<file path="src/swdcu_pkg.sv">
// constants and types shared by the single-wire debug command unit
package swdcu_pkg;
   // hardware command opcodes
   localparam logic [7:0] OP_HALT     = 8'h90;
   localparam logic [7:0] OP_ACK_ON   = 8'hD5;
   localparam logic [7:0] OP_ACK_OFF  = 8'hD6;
   localparam logic [7:0] OP_RD8_IN   = 8'hE4;
   localparam logic [7:0] OP_RD16_IN  = 8'hEC;
   localparam logic [7:0] OP_RD8_OUT  = 8'hE0;
   localparam logic [7:0] OP_RD16_OUT = 8'hE8;
   localparam logic [7:0] OP_WR8_IN   = 8'hC4;
   localparam logic [7:0] OP_WR16_IN  = 8'hCC;
   localparam logic [7:0] OP_WR8_OUT  = 8'hC0;
   localparam logic [7:0] OP_WR16_OUT = 8'hC8;
   // firmware command opcodes recognised for status tracking (values arbitrary)
   localparam logic [7:0] OP_FW_STEP  = 8'h10;
   localparam logic [7:0] OP_FW_TAG_AND_GO_CMD = 8'h18;
   // status/control bit positions
   localparam int BIT_ENABLE = 7;
   localparam int BIT_ACTIVE = 6;
   localparam int BIT_TAG    = 5;
   localparam int BIT_SDV    = 4;
   localparam int BIT_STEP   = 3;
   localparam logic [7:0] STS_RESET = 8'h00;
   // debug window in the memory map
   localparam logic [15:0] WIN_BASE = 16'hFF00;
   localparam logic [15:0] WIN_TOP  = 16'hFFFF;
   // tagging starts this many cycles after the tag bit is written
   localparam int          TAG_DELAY_CYC = 16;
   localparam logic [4:0]  TAG_DELAY     = 5'h10;
   localparam logic [4:0]  CNT_ZERO      = 5'h00;
   // field lengths in bits on the pin
   localparam logic [5:0]  LEN_OP   = 6'h08;
   localparam logic [5:0]  LEN_WORD = 6'h10;
   typedef enum logic [2:0] {
      ST_OP    = 3'b000,
      ST_ADDR  = 3'b001,
      ST_WDATA = 3'b010,
      ST_MEM   = 3'b011,
      ST_RDATA = 3'b100,
      ST_HALTW = 3'b101,
      ST_TAG   = 3'b110
   } swdcu_state_type;
endpackage : swdcu_pkg

</file>
<file path="src/swdcu_top.sv">
// single-wire debug command unit: pin shifter, command decoder, status register
`timescale 1ns/100ps
module swdcu_top (
   input  wire logic        clk_i,
   input  wire logic        rst_b_i,
   input  wire logic        pin_bit_valid_i,   // one received bit from the pin decoder
   input  wire logic        pin_bit_i,
   input  wire logic        pin_tx_ready_i,    // pin encoder takes a bit this cycle
   output logic             pin_tx_valid_o,
   output logic             pin_tx_bit_o,
   output logic             ack_pulse_o,       // completion pulse request to the pin
   input  wire logic        special_mode_i,
   input  wire logic        secure_mode_i,
   input  wire logic        nvm_checks_done_i,
   input  wire logic        halt_entered_i,    // core reached active halt
   input  wire logic        fw_exit_store_i,   // firmware store clearing debug_active
   input  wire logic        fw_data_phase_i,   // firmware read/write data phase done
   output logic             halt_req_o,
   output logic             tagging_o,
   output logic             mem_req_o,
   output logic             mem_we_o,
   output logic             mem_byte_o,
   output logic             mem_map_in_o,      // debug resources override for this cycle
   output logic [15:0]      mem_addr_o,
   output logic [15:0]      mem_wdata_o,
   input  wire logic        mem_done_i,
   input  wire logic [15:0] mem_rdata_i,
   output logic             window_visible_o,
   output logic [7:0]       status_o
);
   import swdcu_pkg::*;

   swdcu_state_type state_reg, state_next;
   logic [15:0] shift_reg, shift_next;
   logic [5:0]  cnt_reg, cnt_next;
   logic [7:0]  op_reg, op_next;
   logic [15:0] addr_reg, addr_next;
   logic [7:0]  sts_reg, sts_next;
   logic        hs_reg, hs_next;
   logic [4:0]  tag_reg, tag_next;
   logic        ack_reg, ack_next;
   logic        req_reg, req_next;
   logic        halt_reg, halt_next;
   logic        en_seen_reg, en_seen_next;

   logic        is_read, is_write, is_byte, map_in;
   logic [15:0] rd_field;
   always_comb begin
      is_read  = (op_reg[7:5] == 3'b111);
      is_write = (op_reg[7:5] == 3'b110) && (op_reg[1:0] == 2'b00);
      is_byte  = ~op_reg[3];
      map_in   = op_reg[2];
      // even byte in high half, odd byte in low half
      if (is_byte && addr_reg[0]) begin
         rd_field = {8'h00, mem_rdata_i[7:0]};
      end else if (is_byte) begin
         rd_field = {mem_rdata_i[15:8], 8'h00};
      end else begin
         rd_field = mem_rdata_i;
      end
   end

   // command sequencer: all fields shift msb first over the one pin
   always_comb begin
      state_next   = state_reg;
      shift_next   = shift_reg;
      cnt_next     = cnt_reg;
      op_next      = op_reg;
      addr_next    = addr_reg;
      sts_next     = sts_reg;
      hs_next      = hs_reg;
      tag_next     = tag_reg;
      ack_next     = 1'b0;
      req_next     = 1'b0;
      halt_next    = halt_reg;
      en_seen_next = en_seen_reg;
      // enable comes up by itself in special mode, gated by checks when secure
      if (!en_seen_reg && special_mode_i && (!secure_mode_i || nvm_checks_done_i)) begin
         sts_next[BIT_ENABLE] = 1'b1;
         en_seen_next         = 1'b1;
      end
      if (fw_data_phase_i && sts_reg[BIT_ACTIVE]) begin
         sts_next[BIT_SDV] = 1'b1;
      end
      if (fw_exit_store_i) begin
         sts_next[BIT_ACTIVE] = 1'b0;
         sts_next[BIT_SDV]    = 1'b0;
      end
      case (state_reg)
         ST_OP: begin
            if (pin_bit_valid_i) begin
               shift_next = {shift_reg[14:0], pin_bit_i};
               cnt_next   = cnt_reg + 6'h01;
               if (cnt_reg == LEN_OP - 6'h01) begin
                  op_next  = {shift_reg[6:0], pin_bit_i};
                  cnt_next = 6'h00;
                  sts_next[BIT_SDV] = 1'b0;
                  // step flag survives only back-to-back steps
                  sts_next[BIT_STEP] = ({shift_reg[6:0], pin_bit_i} == OP_FW_STEP)
                                       && sts_reg[BIT_ACTIVE];
                  case ({shift_reg[6:0], pin_bit_i})
                     OP_HALT: begin
                        if (sts_reg[BIT_ENABLE]) begin
                           halt_next  = 1'b1;
                           state_next = ST_HALTW;
                        end
                     end
                     OP_ACK_ON: begin
                        hs_next  = 1'b1;
                        ack_next = 1'b1;
                     end
                     OP_ACK_OFF: hs_next = 1'b0;
                     OP_FW_TAG_AND_GO_CMD: begin
                        if (sts_reg[BIT_ACTIVE]) begin
                           sts_next[BIT_TAG]    = 1'b1;
                           sts_next[BIT_ACTIVE] = 1'b0;
                           tag_next             = TAG_DELAY;
                           state_next           = ST_TAG; // no pulse here
                        end
                     end
                     OP_RD8_IN, OP_RD16_IN, OP_RD8_OUT, OP_RD16_OUT,
                     OP_WR8_IN, OP_WR16_IN, OP_WR8_OUT, OP_WR16_OUT:
                        state_next = ST_ADDR;
                     default: ;
                  endcase
               end
            end
         end
         ST_ADDR: begin
            if (pin_bit_valid_i) begin
               shift_next = {shift_reg[14:0], pin_bit_i};
               cnt_next   = cnt_reg + 6'h01;
               if (cnt_reg == LEN_WORD - 6'h01) begin
                  addr_next  = {shift_reg[14:0], pin_bit_i};
                  cnt_next   = 6'h00;
                  state_next = is_write ? ST_WDATA : ST_MEM;
                  req_next   = ~is_write;
               end
            end
         end
         ST_WDATA: begin
            if (pin_bit_valid_i) begin
               shift_next = {shift_reg[14:0], pin_bit_i};
               cnt_next   = cnt_reg + 6'h01;
               if (cnt_reg == LEN_WORD - 6'h01) begin
                  cnt_next   = 6'h00;
                  state_next = ST_MEM;
                  req_next   = 1'b1;
               end
            end
         end
         ST_MEM: begin
            if (mem_done_i) begin
               ack_next = hs_reg;
               if (is_read) begin
                  shift_next = rd_field;
                  state_next = ST_RDATA;
               end else begin
                  state_next = ST_OP;
               end
            end
         end
         ST_RDATA: begin
            if (pin_tx_ready_i) begin
               shift_next = {shift_reg[14:0], 1'b0}; // msb out first
               cnt_next   = cnt_reg + 6'h01;
               if (cnt_reg == LEN_WORD - 6'h01) begin
                  cnt_next   = 6'h00;
                  state_next = ST_OP;
               end
            end
         end
         ST_HALTW: begin
            if (halt_entered_i) begin
               halt_next            = 1'b0;
               sts_next[BIT_ACTIVE] = 1'b1;
               sts_next[BIT_TAG]    = 1'b0;
               ack_next             = hs_reg;
               state_next           = ST_OP;
            end
         end
         ST_TAG: begin
            // serial reception stops for the whole tag state, delay included; only re-entry ends it
            if (tag_reg != CNT_ZERO) begin
               tag_next = tag_reg - 5'h01;
            end
            if (halt_entered_i) begin
               sts_next[BIT_ACTIVE] = 1'b1;
               sts_next[BIT_TAG]    = 1'b0;
               tag_next             = CNT_ZERO;
               state_next           = ST_OP;
            end
         end
         default: state_next = ST_OP;
      endcase
   end

   always_ff @(posedge clk_i) begin
      if (!rst_b_i) begin
         state_reg   <= ST_OP;
         shift_reg   <= 16'h0000;
         cnt_reg     <= 6'h00;
         op_reg      <= 8'h00;
         addr_reg    <= 16'h0000;
         sts_reg     <= STS_RESET;
         hs_reg      <= 1'b0;
         tag_reg     <= 5'h00;
         ack_reg     <= 1'b0;
         req_reg     <= 1'b0;
         halt_reg    <= 1'b0;
         en_seen_reg <= 1'b0;
      end else begin
         state_reg   <= state_next;
         shift_reg   <= shift_next;
         cnt_reg     <= cnt_next;
         op_reg      <= op_next;
         addr_reg    <= addr_next;
         sts_reg     <= sts_next;
         hs_reg      <= hs_next;
         tag_reg     <= tag_next;
         ack_reg     <= ack_next;
         req_reg     <= req_next;
         halt_reg    <= halt_next;
         en_seen_reg <= en_seen_next;
      end
   end

   // memory request is a one-cycle strobe; map-in lasts only that cycle
   assign mem_req_o        = req_reg;
   assign mem_we_o         = is_write;
   assign mem_byte_o       = is_byte;
   assign mem_map_in_o     = req_reg & map_in;
   assign mem_addr_o       = addr_reg;
   assign mem_wdata_o      = shift_reg;
   assign pin_tx_valid_o   = (state_reg == ST_RDATA);
   assign pin_tx_bit_o     = shift_reg[15];
   assign ack_pulse_o      = ack_reg;
   assign halt_req_o       = halt_reg;
   assign tagging_o        = (state_reg == ST_TAG) && (tag_reg == CNT_ZERO);
   assign window_visible_o = sts_reg[BIT_ACTIVE];
   assign status_o         = sts_reg;

   // checks
   chk_halt_gated: assert property (@(posedge clk_i) disable iff (!rst_b_i)
      $rose(halt_reg) |-> $past(sts_reg[BIT_ENABLE]))
      else $error("halt requested while debug disabled");
   chk_ack_on_pulse: assert property (@(posedge clk_i) disable iff (!rst_b_i)
      (state_reg == ST_OP && pin_bit_valid_i && cnt_reg == 6'h07
       && {shift_reg[6:0], pin_bit_i} == OP_ACK_ON) |=> ack_reg)
      else $error("no pulse after handshake on");
   chk_ack_off_quiet: assert property (@(posedge clk_i) disable iff (!rst_b_i)
      ack_reg |-> hs_reg)
      else $error("pulse while handshake off");
   chk_mapin_once: assert property (@(posedge clk_i) disable iff (!rst_b_i)
      mem_map_in_o |=> !mem_map_in_o)
      else $error("map-in held past one cycle");
   // sixteen quiet cycles after the tag bit rises, then tagging takes the pin
   chk_tag_delay: assert property (@(posedge clk_i) disable iff (!rst_b_i || halt_entered_i)
      $rose(sts_reg[BIT_TAG]) |-> !tagging_o [*8] ##1 !tagging_o [*8] ##1 tagging_o)
      else $error("tagging delay wrong");
   // debug entry drops the tag bit, whether it came from the halt wait or the tag state
   chk_tag_entry_clr: assert property (@(posedge clk_i) disable iff (!rst_b_i)
      (halt_entered_i && (state_reg == ST_HALTW || state_reg == ST_TAG))
      |=> !sts_reg[BIT_TAG])
      else $error("tag bit kept over debug entry");
   // enable only rises out of special mode, and when secure only after the checks
   chk_secure_gate: assert property (@(posedge clk_i) disable iff (!rst_b_i)
      $rose(sts_reg[BIT_ENABLE])
      |-> $past(special_mode_i && (!secure_mode_i || nvm_checks_done_i)))
      else $error("debug enable set too early");
   // the exit store wins over a same-cycle data phase
   chk_sdv_exit: assert property (@(posedge clk_i) disable iff (!rst_b_i)
      fw_exit_store_i |=> !sts_reg[BIT_SDV])
      else $error("shift data valid kept over exit");
   // handshake off is silent and takes effect at once
   chk_ack_off_cmd: assert property (@(posedge clk_i) disable iff (!rst_b_i)
      (state_reg == ST_OP && pin_bit_valid_i && cnt_reg == LEN_OP - 6'h01
       && {shift_reg[6:0], pin_bit_i} == OP_ACK_OFF) |=> (!ack_reg && !hs_reg))
      else $error("handshake off answered or ignored");
   // the step flag can only come up while firmware commands may run
   chk_step_active: assert property (@(posedge clk_i) disable iff (!rst_b_i)
      $rose(sts_reg[BIT_STEP]) |-> $past(sts_reg[BIT_ACTIVE]))
      else $error("step flag set outside debug mode");
   // an odd byte read leaves the high half of the field empty
   chk_byte_lane: assert property (@(posedge clk_i) disable iff (!rst_b_i)
      (state_reg == ST_MEM && mem_done_i && is_read && is_byte && addr_reg[0])
      |=> (shift_reg[15:8] == 8'h00))
      else $error("odd byte on the wrong lane");
   chk_tag_no_ack: assert property (@(posedge clk_i) disable iff (!rst_b_i)
      (state_reg == ST_TAG) |-> !ack_reg)
      else $error("pulse during tagging");
   chk_window_act: assert property (@(posedge clk_i) disable iff (!rst_b_i)
      $rose(sts_reg[BIT_ACTIVE]) |-> $past(halt_entered_i))
      else $error("debug_active set without entry");
   chk_write_ack: assert property (@(posedge clk_i) disable iff (!rst_b_i)
      (state_reg == ST_MEM && mem_done_i && hs_reg) |=> ack_reg)
      else $error("missing completion pulse");
   cov_halt: cover property (@(posedge clk_i) disable iff (!rst_b_i) $rose(sts_reg[BIT_ACTIVE]));
   cov_read: cover property (@(posedge clk_i) disable iff (!rst_b_i) $fell(pin_tx_valid_o));
   cov_write: cover property (@(posedge clk_i) disable iff (!rst_b_i) mem_req_o && mem_we_o);
   cov_tagging: cover property (@(posedge clk_i) disable iff (!rst_b_i) $rose(tagging_o));
endmodule : swdcu_top

</file>
<file path="config.mk">
export PLATFORM = sky130hd
export DESIGN_NAME = swdcu_top
export DESIGN_NICKNAME = d
export VERILOG_FILES = /design/src/swdcu_pkg.sv /design/src/swdcu_top.sv
export SDC_FILE = /design/constraint.sdc
export NUM_CORES = 1
export LEC_CHECK = 0
export BUFFER_PORTS_ARGS = -buffer_cell sky130_fd_sc_hd__buf_2
export CAP_MARGIN = 20
export CORE_ASPECT_RATIO = 1.75
export CORE_MARGIN = 4
export CORE_UTILIZATION = 54
export DETAILED_ROUTE_END_ITERATION = 12
export HOLD_SLACK_MARGIN = 0.1
export PLACE_DENSITY = 0.9
export REMOVE_ABC_BUFFERS = 1
export SETUP_SLACK_MARGIN = 0.1
export SYNTH_ARGS = -nofsm -noshare
export SYNTH_HDL_FRONTEND = slang
export SYNTH_SLANG_ARGS = --single-unit
</file>
<file path="constraint.sdc">
create_clock -name clk_i -period 2.3 [get_ports clk_i]
set_input_delay 0.345 -clock clk_i [delete_from_list [all_inputs] [get_ports clk_i]]
set_output_delay 0.345 -clock clk_i [all_outputs]
set_load 0.03 [all_outputs]
</file>
Yosys cells after proc, flatten, opt, wreduce, memory -nomap -nowiden
Index checks and enable logic that the tools add are counted.

operators by class
  add/subtract/negate cells = 2
  $mul = 0
  div/mod/pow operators = 0
  magnitude comparators = 0
  equal/unequal tests = 45
  shift operators = 0
  mux-type cells = 64
  bitwise operators = 3
  reductions and logical operators = 33

operators by type and width
  kind                number
  $eq 8x8->1 const B  11
  $mux 16             5
  $pmux 16 s3         1
  $mux 3              13
  $mux 5              6
  $mux 6              5
  $ne 2x2->1 const B  12
  $mux 1              18
  $pmux 3 s6          1
  $pmux 6 s3          1
  $reduce_and 6->1    3
  $eq 8x5->1 const B  2
  $eq 3x3->1 const B  5
  $reduce_and 13->1   1
  $ne 2x1->1 const B  6
  $pmux 5 s2          1
  $ne 3x3->1 const B  3
  $pmux 3 s3          1
  $mux 2              4
  $mux 4              2
  $mux 8              1
  $reduce_and 4->1    2
  $reduce_bool 2->1   4
  $reduce_or 8->1     1
  other kinds (24)    38

word-level totals
  flip-flop bits (word level) = 63
  latch bits = 0
  RAM bits = 0
  ROM bits = 0
  bits of input ports = 28
  output and inout port bits = 50
  logic and storage cells = 161
  memories = 0

Longest topological paths before layout
Gate-level depths: netlist of run 1.

  depth in word-level cells = 6
  mapped depth = 8
  gate-level depth less buffers = 7

Worst setup path after synthesis of run 1
No wires, ideal clock.

  kind = reg-to-reg
  from = reg op_reg[0]
  to = reg state_reg[0]
  library setup time = 0.132 ns
  data arrival time = 1.775 ns
  required time = 2.168 ns
  path slack = 0.394 ns
  stages on the path, launching flop included = 5
  path buffers = 0
  clock period less this slack = 1.906 ns
  path through = dfxtp_1 nor4_1 o21ai_0 o311ai_0 mux2i_1

on the way
  word-level cells in the longest chain between the ends = 6

ends and longest elaborated chain
  element                 line              source
  from (decl)             swdcu_top.sv:36   logic [7:0] op_reg, op_next;
  from (signal assigned)  swdcu_top.sv:216  op_reg <= op_next;
  $logic_not 2->1         swdcu_top.sv:50   is_write = (op_reg[7:5] == 3'b110) && (op_reg[1:0] == 2'b00);
  $logic_and 1x1->1       swdcu_top.sv:50
  via mem_we_o            swdcu_top.sv:21   output logic mem_we_o,
  $mux 1                  swdcu_top.sv:136  state_next = is_write ? ST_WDATA : ST_MEM;
  $mux 3                  swdcu_top.sv:133  if (cnt_reg == LEN_WORD - 6'h01) begin
  $mux 3                  swdcu_top.sv:130  if (pin_bit_valid_i) begin
  $pmux 3 s6              swdcu_top.sv:89   case (state_reg)
  to (signal assigned)    swdcu_top.sv:213  state_reg <= state_next;
  to (decl)               swdcu_top.sv:33   swdcu_state_type state_reg, state_next;

The timed path passes the listed nets, and every way through them passes these cells. The select of a mux whose other input is x is not followed.
A chain may end at the register's enable or synchronous reset.

Final worst setup path of run 1
  from = reg tag_reg[0]
  to = out tagging_o

on the way
  word-level cells in the longest chain between the ends = 2

ends and longest elaborated chain
  element                 line              source
  from (decl)             swdcu_top.sv:40   logic [4:0] tag_reg, tag_next;
  from (signal assigned)  swdcu_top.sv:220  tag_reg <= tag_next;
  $logic_not 5->1         swdcu_top.sv:239  assign tagging_o = (state_reg == ST_TAG) && (tag_reg == CNT_ZERO);
  $logic_and 1x1->1       swdcu_top.sv:239
  to (decl)               swdcu_top.sv:19   output logic tagging_o,

No other way between the ends.

==> summary.txt, run 1 <==
Max stage delay on crit path -> 0.49 ns
Die Ht -> 111 um
Max_cap viols -> 0
Synth Area in Simple Gates -> 28.2%
IO Pins -> 78
Antenna violations before repair -> 0
Main synth FF type -> dfxtp_1
Initial Util -> 55.3%
Worst Path Required -> 1.96 ns
Synth Area in Adders -> 1.16%
YS warnings -> 0
Status -> completed
Initial drt markers -> 111
Post-synthesis cell count -> 373
Root buf cell -> clkbuf_8
Setup violations, final -> 0
ANT cells -> 0
Final Hold Fails -> 0
Clock-pin transition on the worst setup and hold timing paths -> 0.07 ns
Global route overflow -> 0
Clock power frac -> 43.8%
PortBufs -> 74
Clk buf depth -> 2
Mux contribution to synthesized area -> 6.47%
Clock Skews -> 0.00314 ns
GRT Total Usage -> 24.2%
RSZ-0062 raised after global routing -> no
Min cycle time layout -> 2.09 ns
Share of total power in sequential cells -> 47.6%
Largest family of logic cells by synthesized area -> simple AND/OR/NAND/NOR gates
Post-synthesis async set-or-reset flop share -> 0%
DRT Pass-1 Iters -> 4
Cell variety after synth -> 66
Row cnt -> 37
Largest net degree at the start of global routing -> 59
Pleak -> 0.00168 uW
Htree depth -> 3
Layout Nets -> 465
Vias per cell -> 5.77
Synthesized flop and latch total -> 62
Net Sw Power -> 602 uW
Syn-to-layout area delta -> 17.7%
Pint -> 1780 uW
Comb power frac -> 8.6%
Detailed-route DRC error count -> 0
CTS buffer count -> 9
Setup crit start kind -> register
Share of layout cells above drive strength 1 -> 26.2%
F_max -> 0.479 GHz
Final GP Congestion -> 0.901
Delay-heaviest family, CP -> simple AND/OR/NAND/NOR gates
Maximum fanout along the worst path -> 3
Hold buffers post-CTS -> 0
Syn_area_per_cell -> 8.71 um2
CTS tree -> built
Crit path cell chain -> inv_1 -> ha_1 -> or4b_1 -> nor2_1 -> buf_2
Sw frac -> 25.2%
Finished Cell Area -> 0.00382 mm2
Core box area -> 0.00588 mm2
CTS Sinks -> 62
Power per cell area -> 624 mW/mm2
Final Power -> 2390 uW
Vias -> 2981
Clock Latency Late Sink -> 0.35 ns
Critical Path End Type -> output port
Die X -> 66.6 um
Tightest Hold Check Type -> in -> reg
HPWL after DPL -> 6.05 mm
Post-synth EDFFs -> 0
Bufs and invs on worst path -> 2
Final core occ -> 65.0%
Antenna-violating nets left -> 0
Vias in the first global route -> 3003
Critical path class -> reg -> out
Slew HR -> 61.0%
Worst vdd ir -> 0.480 mV
Tcrit/Tclk final -> 90.9%
Detailed Route WL -> 8.36 mm
Area after DPL -> 0.00360 mm2
Register area share after synthesis -> 38.2%
CP Data Arrival Time -> 1.74 ns
Die Area -> 0.00737 mm2
Fin. max-slew vios -> 0
Synth Area in Compound Gates -> 17.3%
First-pass GRT wire length -> 13.8 mm
Slowest CP cell -> or4b_1
Synth Area in XOR/XNOR -> 1.89%
Per-cell routed wire length -> 16.2 um
Synthesized area -> 0.00325 mm2
Slew @ Worst Pin -> 0.580 ns
cell families (layout without fill, tap and decap cells):
logic type               count (synthesis)  after routing
adder cells (fa/ha/maj)                  3              3
flip-flops                              62             62
other                                    1              3
buffers and inverters                   41            105
multiplexers                            21             21
AND/OR/NAND/NOR                        168            168
XOR/XNOR                                 7              7
AO/OA/AOI/OAI                           70             70
area by class of cell:
cell class,instances,area [um2]
fillers,482,2060
well taps,78,97.6
inverters,6,22.5
flip-flops and latches,62,1240
multi-input cells,272,1810
clock buffers,10,128
repair buffers,83,438
clock inverters,6,86.3
synthesized netlist by cell type (5+ instances only):
cell type  count  area [um2]
dfxtp_1       62        1240
nand2_1       46         173
nand3_1       36         180
nor2b_1       22         138
mux2i_1       21         210
nor2_1        18        67.6
o211a_1       16         160
clkbuf_1      14        52.6
a21boi_0      10        75.1
a21oi_1        9        45.0
buf_2          8        40.0
buf_4          8        60.1
nor3_1         7        35.0
o21ai_0        6        30.0
inv_1          5        18.8
xnor2_1        5        43.8
path summary, 6_finish.rpt:
| path | startpoint | slack, ns | to | depth (start not counted) |
|---|---|---|---|---|
| max reg2reg | cnt_reg[0]$_SDFFE_PN0P_ | 0.34 | state_reg[1]$_SDFFE_PN0P_ | 6 |
| min | fw_exit_store_i | 0.19 | status_o[4]$_SDFF_PN0_ | 2 |
| min reg2reg | op_reg[2]$_SDFFE_PN0P_ | 0.47 | op_reg[2]$_SDFFE_PN0P_ | 2 |
| max | tag_reg[0]$_SDFFE_PN0P_ | 0.21 | tagging_o | 5 |
power groups by stage:
stage / sequential, uW / clock, uW / combinational, uW
5_1_grt: 1140 / 1120 / 224
4_1_cts: 1140 / 1060 / 205
2_1_floorplan: 1190 / 0 / 83.1
6_report: 1140 / 1040 / 206
3_5_place_dp: 1160 / 0 / 204
3_3_place_gp: 1160 / 0 / 198
layout by cell type, fill, tap and decap left out, types with 3 or more instances in the layout:
cell,count
a21boi_0,10
nor2_1,18
ha_1,3
clkbuf_8,9
nor2b_1,22
nand3_1,36
and2_1,3
conb_1,3
buf_2,74
and3_1,4
mux2i_1,21
inv_1,5
nor3_1,7
o21ai_0,6
nand2_1,46
xnor2_1,5
buf_4,9
a21oi_1,9
nand4_1,3
o211a_1,16
dfxtp_1,60
nor3b_1,3
nor4_1,3
stage by stage:
stage | cells | TNS [ns] | setup slack, ns | hold WS, ns
floorplan | 340 | -2.68 | -0.217 | 0.422
finish | 517 | 0 | 0.210 | 0.185
global placement | 501 | 0 | 0.295 | 0.451
CTS | 517 | 0 | 0.203 | 0.186
global route | 517 | 0 | 0.111 | 0.186
detailed placement | 501 | 0 | 0.232 | 0.464
layer usage:
layer | track usage (%) | part of all wire, % | vias up
met5 | 0 | 0 | -
met4 | 13.0 | 3.7 | 0
met1 | 25.0 | 36 | 1404
met2 | 41.7 | 55 | 102
li1 | - | - | 1448
met3 | 7.43 | 5.5 | 27
repair_timing:
item,CTS,global route
setup endpoints to repair,0,6
buffers inserted,0,0
resized for setup,0,3
No activity file was read; power rests on OpenSTA's default activity.
==> run 2, diff against run 1 <==
==> constraint.sdc (replaced) <==
create_clock -name clk_i -period 2 [get_ports clk_i]
set_input_delay 0.3 -clock clk_i [delete_from_list [all_inputs] [get_ports clk_i]]
set_output_delay 0.3 -clock clk_i [all_outputs]
set_load 0.03 [all_outputs]
==> run 2 against run 1 <==
- clock power up 15%
- core utilization up 4.9 points
- via count up 5.9%
- clock-buffer cell count unchanged
- cell count up 3.5%
- largest power group unchanged
==> summary.txt, run 2 (synthesized netlist as in run 1, its figures left out) <==
HPWL after DPL -> 6.16 mm (was 6.05 mm)
Most common cell after layout, fill and taps aside -> buf_2 (unchanged)
Slew HR -> 64.4% (was 61.0%)
Clock Skews -> 0.00510 ns (was 0.00314 ns)
Share of total power in sequential cells -> 47.0% (was 47.6%)
GRT Total Usage -> 24.9% (was 24.2%)
Die Ht -> 111 um (unchanged)
Slew @ Worst Pin -> 0.533 ns (was 0.580 ns)
PortBufs -> 74 (unchanged)
Clock-pin transition on the worst setup and hold timing paths -> 0.07 ns (about the same)
Largest net degree at the start of global routing -> 59 (unchanged)
Die Area -> 0.00737 mm2 (unchanged)
Worst flop-to-flop path startpoint -> tag_reg[0]$_SDFFE_PN0P_ (was cnt_reg[0]$_SDFFE_PN0P_)
Max stage delay on crit path -> 0.47 ns (was 0.49 ns)
Clock Latency Late Sink -> 0.34 ns (was 0.35 ns)
CTS tree -> built (unchanged)
Critical path class -> reg -> out (unchanged)
First-pass GRT wire length -> 14.3 mm (was 13.8 mm)
Root buf cell -> clkbuf_8 (unchanged)
DRT met1 WL -> 3.15 mm (was 3.03 mm)
Tightest Hold Check Type -> in -> reg (unchanged)
Delay-heaviest family, CP -> simple AND/OR/NAND/NOR gates (unchanged)
Per-cell routed wire length -> 17.2 um (was 16.2 um)
Layout Nets -> 483 (was 465)
Clock power frac -> 43.4% (was 43.8%)
Met3 routed WL -> 596 um (was 456 um)
ANT cells -> 0 (unchanged)
Maximum fanout along the worst path -> 2 (was 3)
Core box area -> 0.00588 mm2 (unchanged)
Sw frac -> 25.4% (was 25.2%)
Hold path startpoint -> fw_exit_store_i (unchanged)
Crit path cell chain -> inv_2 -> ha_4 -> or4b_4 -> nor2_4 -> buf_6 (was inv_1 -> ha_1 -> or4b_1 -> nor2_1 -> buf_2)
Initial Util -> 55.3% (unchanged)
Die X -> 66.6 um (unchanged)
Setup TNS -> 0 ns (unchanged)
Max_cap viols -> 0 (unchanged)
Top Layer Used -> met4 (unchanged)
Dpl ws -> 0.0659 ns (was 0.232 ns)
Bufs and invs on worst path -> 2 (unchanged)
Antenna violations before repair -> 0 (unchanged)
Pleak -> 0.00178 uW (was 0.00168 uW)
Detailed-route DRC error count -> 0 (unchanged)
Critical path startpoint -> tag_reg[0]$_SDFFE_PN0P_ (unchanged)
DRT Pass-1 Iters -> 4 (unchanged)
Slowest CP cell -> or4b_4 (was or4b_1)
Setup violations, final -> 0 (unchanged)
Tcrit/Tclk final -> 93.6%
Htree depth -> 3 (unchanged)
Status -> completed (unchanged)
Vias in the first global route -> 3177 (was 3003)
Finished Cell Area -> 0.00411 mm2 (was 0.00382 mm2)
CTS Sinks -> 62 (unchanged)
Power per cell area -> 675 mW/mm2 (was 624 mW/mm2)
CP Data Arrival Time -> 1.57 ns (was 1.74 ns)
Met2 WL -> 5.02 mm (was 4.56 mm)
Fin. max-slew vios -> 0 (unchanged)
Worst vdd ir -> 0.581 mV (was 0.480 mV)
Row cnt -> 37 (unchanged)
Clk buf depth -> 2 (unchanged)
Antenna-violating nets left -> 0 (unchanged)
Setup crit start kind -> register (unchanged)
Worst Path Required -> 1.70 ns (was 1.96 ns)
Commonest non-fill, non-tap cells in the layout -> buf_2, dfxtp_1, nand2_1, nand3_1, buf_4 (was buf_2, dfxtp_1, nand2_1, nand3_1, nor2b_1)
Min cycle time layout -> 1.87 ns
Pint -> 2070 uW (was 1780 uW)
RSZ-0062 raised after global routing -> yes (was no)
Syn-to-layout area delta -> 26.5% (was 17.7%)
Global route overflow -> 0 (unchanged)
Worst Slack Setup Final -> 0.128 ns (was 0.210 ns)
Worst hold slack -> 0.130 ns (was 0.185 ns)
Initial drt markers -> 227 (was 111)
Vias -> 3157 (was 2981)
Net Sw Power -> 705 uW (was 602 uW)
Comb power frac -> 9.6% (was 8.6%)
Final GP Congestion -> 0.861 (was 0.901)
CTS buffer count -> 9 (unchanged)
Final Hold Fails -> 0 (unchanged)
Detailed Route WL -> 9.21 mm (was 8.36 mm)
IO Pins -> 78 (unchanged)
Area after DPL -> 0.00372 mm2 (was 0.00360 mm2)
F_max -> 0.534 GHz
Vias per cell -> 5.90 (was 5.77)
Critical Path End Type -> output port (unchanged)
Share of layout cells above drive strength 1 -> 33.0% (was 26.2%)
==> run 2: cell count changes in the layout (fill, tap and decap cells not counted), sizes merged <==
cell    previous run  this run
buf               83       100
clkbuf            10        11
==> run 2: final cells by class <==
type	count	area (um2)
Inverter	6	22.5
Clock buffer	10	128
Clock inverter	6	86.3
Timing Repair Buffer	101	622
Multi-Input combinational cell	272	1900
Tap cell	78	97.6
Sequential cell	62	1250
Fill cell	459	1770
==> run 2: repair_timing <==
| item | 4_1_cts | 5_1_grt |
|---|---|---|
| buffers inserted | 3 | 2 |
| setup endpoints to repair | 12 | 29 |
| endpoints found under the hold margin | 0 | 0 |
| cloned | 0 | 1 |
| resized for setup | 13 | 18 |
| hold buffers | 0 | 0 |
| pin swaps | 4 | 5 |
==> run 2: final timing paths <==
path	cells past startpoint	slack, ns	endpoint
setup reg to reg	8	0.18	tag_reg[0]$_SDFFE_PN0P_
hold reg to reg	2	0.46	status_o[3]$_SDFFE_PN0P_
hold / removal	2	0.13	status_o[4]$_SDFF_PN0_
setup / recovery	5	0.13	tagging_o
==> run 2: metal layers <==
layer / global-route usage, % / up-vias
li1: - / 1479
met1: 25.2 / 1498
met2: 43.6 / 140
met3: 6.10 / 40
met4: 15.1 / 0
met5: 0 / -
==> run 2: power by group through the flow <==
stage	logic, uW	clock network, uW	registers, uW
after floorplan	95.6	0	1370
after global placement	248	0	1320
after detailed placement	254	0	1330
after CTS	257	1210	1300
after global routing	286	1270	1310
final	266	1200	1300
==> run 2: metrics by stage <==
stage | std cells | total power, uW | util [%]
global route | 535 | 2870 | 69.9
detailed placement | 513 | 1580 | 63.2
floorplan | 340 | 1470 | -
global placement | 513 | 1570 | 63.2
CTS | 532 | 2770 | 67.7
finish | 535 | 2770 | 69.9
==> run 3, diff against run 2 <==
--- a/config.mk
+++ b/config.mk
@@ -9,10 +9,10 @@
 export CAP_MARGIN = 20
 export CORE_ASPECT_RATIO = 1.75
 export CORE_MARGIN = 4
-export CORE_UTILIZATION = 54
+export CORE_UTILIZATION = 44
 export DETAILED_ROUTE_END_ITERATION = 12
 export HOLD_SLACK_MARGIN = 0.1
-export PLACE_DENSITY = 0.9
+export PLACE_DENSITY = 0.78
 export REMOVE_ABC_BUFFERS = 1
 export SETUP_SLACK_MARGIN = 0.1
 export SYNTH_ARGS = -nofsm -noshare
==> run 3 against run 2 <==
- sequential share of layout area fell by 0.97 points
- critical path depth unchanged
- largest cell class unchanged
- highest routed layer unchanged
- total power increased by 22%
==> summary.txt, run 3 (synthesized netlist as in run 1, its figures left out) <==
Pleak -> 0.00183 uW (was 0.00178 uW)
Clock Skews -> 0.00493 ns (was 0.00510 ns)
Clock Latency Late Sink -> 0.34 ns (about the same)
HPWL after DPL -> 6.47 mm (was 6.16 mm)
Die Ht -> 122 um (was 111 um)
Critical path startpoint -> tag_reg[1]$_SDFFE_PN0P_ (was tag_reg[0]$_SDFFE_PN0P_)
Layout Nets -> 483 (unchanged)
Worst Slack Setup Final -> 0.0932 ns (was 0.128 ns)
Net Sw Power -> 798 uW (was 705 uW)
Share of total power in sequential cells -> 38.4% (was 47.0%)
Core box area -> 0.00718 mm2 (was 0.00588 mm2)
Vias -> 3114 (was 3157)
Tcrit/Tclk final -> 95.3% (was 93.6%)
Slew HR -> 64.5% (was 64.4%)
PortBufs -> 74 (unchanged)
Final GP Congestion -> 0.869 (was 0.861)
Htree depth -> 3 (unchanged)
Detailed-route DRC error count -> 0 (unchanged)
Placed insts -> 524 (was 513)
Vias per cell -> 5.73 (was 5.90)
Global route overflow -> 0 (unchanged)
Row cnt -> 41 (was 37)
Critical Path End Type -> output port (unchanged)
Post-route insts no fill -> 543 (was 535)
Dpl ws -> 0.0827 ns (was 0.0659 ns)
Clk buf depth -> 2 (unchanged)
Final Hold Fails -> 0 (unchanged)
Power per cell area -> 801 mW/mm2 (was 675 mW/mm2)
Setup violations, final -> 0 (unchanged)
Most common cell after layout, fill and taps aside -> buf_2 (unchanged)
Worst vdd ir -> 0.679 mV (was 0.581 mV)
Hold buffers post-CTS -> 0 (unchanged)
ANT cells -> 0 (unchanged)
F_max -> 0.524 GHz (was 0.534 GHz)
CTS tree -> built (unchanged)
Fin. max-slew vios -> 0 (unchanged)
Final Power -> 3390 uW (was 2770 uW)
Max_cap viols -> 0 (unchanged)
Largest net degree at the start of global routing -> 59 (unchanged)
Per-cell routed wire length -> 17.2 um (about the same)
Worst flop-to-flop path startpoint -> mem_wdata_o[5]$_SDFFE_PN0P_ (was tag_reg[0]$_SDFFE_PN0P_)
Tightest Hold Check Type -> in -> reg (unchanged)
Maximum fanout along the worst path -> 3 (was 2)
Clock-pin transition on the worst setup and hold timing paths -> 0.06 ns (was 0.07 ns)
Syn-to-layout area delta -> 30.2% (was 26.5%)
Multi-input logic area -> 0.00189 mm2 (was 0.00190 mm2)
Commonest non-fill, non-tap cells in the layout -> buf_2, dfxtp_1, nand2_1, nand3_1, buf_4 (unchanged)
Antenna-violating nets left -> 0 (unchanged)
IO Pins -> 78 (unchanged)
Vias in the first global route -> 3105 (was 3177)
CTS Sinks -> 62 (unchanged)
Die Area -> 0.00888 mm2 (was 0.00737 mm2)
Share of layout cells above drive strength 1 -> 33.0% (unchanged)
Antenna violations before repair -> 0 (unchanged)
CP Data Arrival Time -> 1.61 ns (was 1.57 ns)
# fillers -> 613 (was 459)
Hold path startpoint -> fw_exit_store_i (unchanged)
Initial Util -> 45.2% (was 55.3%)
Comb power frac -> 8.1% (was 9.6%)
Pint -> 2590 uW (was 2070 uW)
Seq. cell area -> 0.00125 mm2 (about the same)
Setup crit start kind -> register (unchanged)
First-pass GRT wire length -> 14.6 mm (was 14.3 mm)
Die X -> 73.0 um (was 66.6 um)
Clock power frac -> 53.6% (was 43.4%)
Sw frac -> 23.5% (was 25.4%)
Critical path class -> reg -> out (unchanged)
Root buf cell -> clkbuf_16 (was clkbuf_8)
Detailed Route WL -> 9.34 mm (was 9.21 mm)
Min cycle time layout -> 1.91 ns (was 1.87 ns)
GRT Total Usage -> 21.1% (was 24.9%)
RSZ-0062 raised after global routing -> yes (unchanged)
Initial drt markers -> 173 (was 227)
Status -> completed (unchanged)
DRT Pass-1 Iters -> 4 (unchanged)
Setup TNS -> 0 ns (unchanged)
Worst Path Required -> 1.70 ns (about the same)
Slew @ Worst Pin -> 0.532 ns (was 0.533 ns)
CTS buffer count -> 9 (unchanged)
==> run 3: final timing paths <==
check                         endpoint  slack (ns)  cells after the start
max reg2reg  state_reg[2]$_SDFFE_PN0P_        0.11                      5
min reg2reg     op_reg[2]$_SDFFE_PN0P_        0.47                      2
max                          tagging_o        0.09                      5
min             status_o[4]$_SDFF_PN0_        0.14                      2
==> run 3: worst max-delay path, stage by stage, from the launching register on <==
cell and delay (ns):
dfxtp_2 0.33, inv_2 0.08, ha_4 0.12, or4b_4 0.49
nor2_4 0.12, buf_6 0.13
==> run 3: metrics by stage <==
step                util, %  cell area [um2]  hold slack (ns)
floorplan                 -             3060            0.377
global placement       52.0             3740            0.449
detailed placement     52.0             3740            0.461
CTS                    57.4             4120            0.138
global route           58.9             4230            0.145
finish                 58.9             4230            0.136
==> run 3: metal layers <==
| metal | wire length [um] | GRT usage, % | share of wire (%) |
|---|---|---|---|
| met1 | 3210 | 21.4 | 34 |
| met2 | 5180 | 37.0 | 55 |
| met3 | 537 | 5.37 | 5.8 |
| met4 | 410 | 14.0 | 4.4 |
| met5 | 0 | 0 | 0 |
==> run 3: cell type report <==
cell class	instances	share of cell area (%)
Inverter	6	0.532
Sequential cell	62	29.5
Timing Repair Buffer	101	14.5
Multi-Input combinational cell	272	44.7
Tap cell	86	2.54
Clock inverter	7	2.87
Clock buffer	9	5.32
==> run 3: repair_timing <==
action	4_1_cts	5_1_grt
pin swaps	1	2
gates cloned	0	1
setup endpoints to repair	13	42
gates resized for setup	10	20
buffers inserted	0	2
==> run 3: power groups by stage <==
stage               sequential, uW  combinational, uW  clock [uW]
floorplan                     1370               95.6           0
global placement              1320                259           0
detailed placement            1320                264           0
CTS                           1300                268        1820
global route                  1300                295        1890
finish                        1300                274        1820
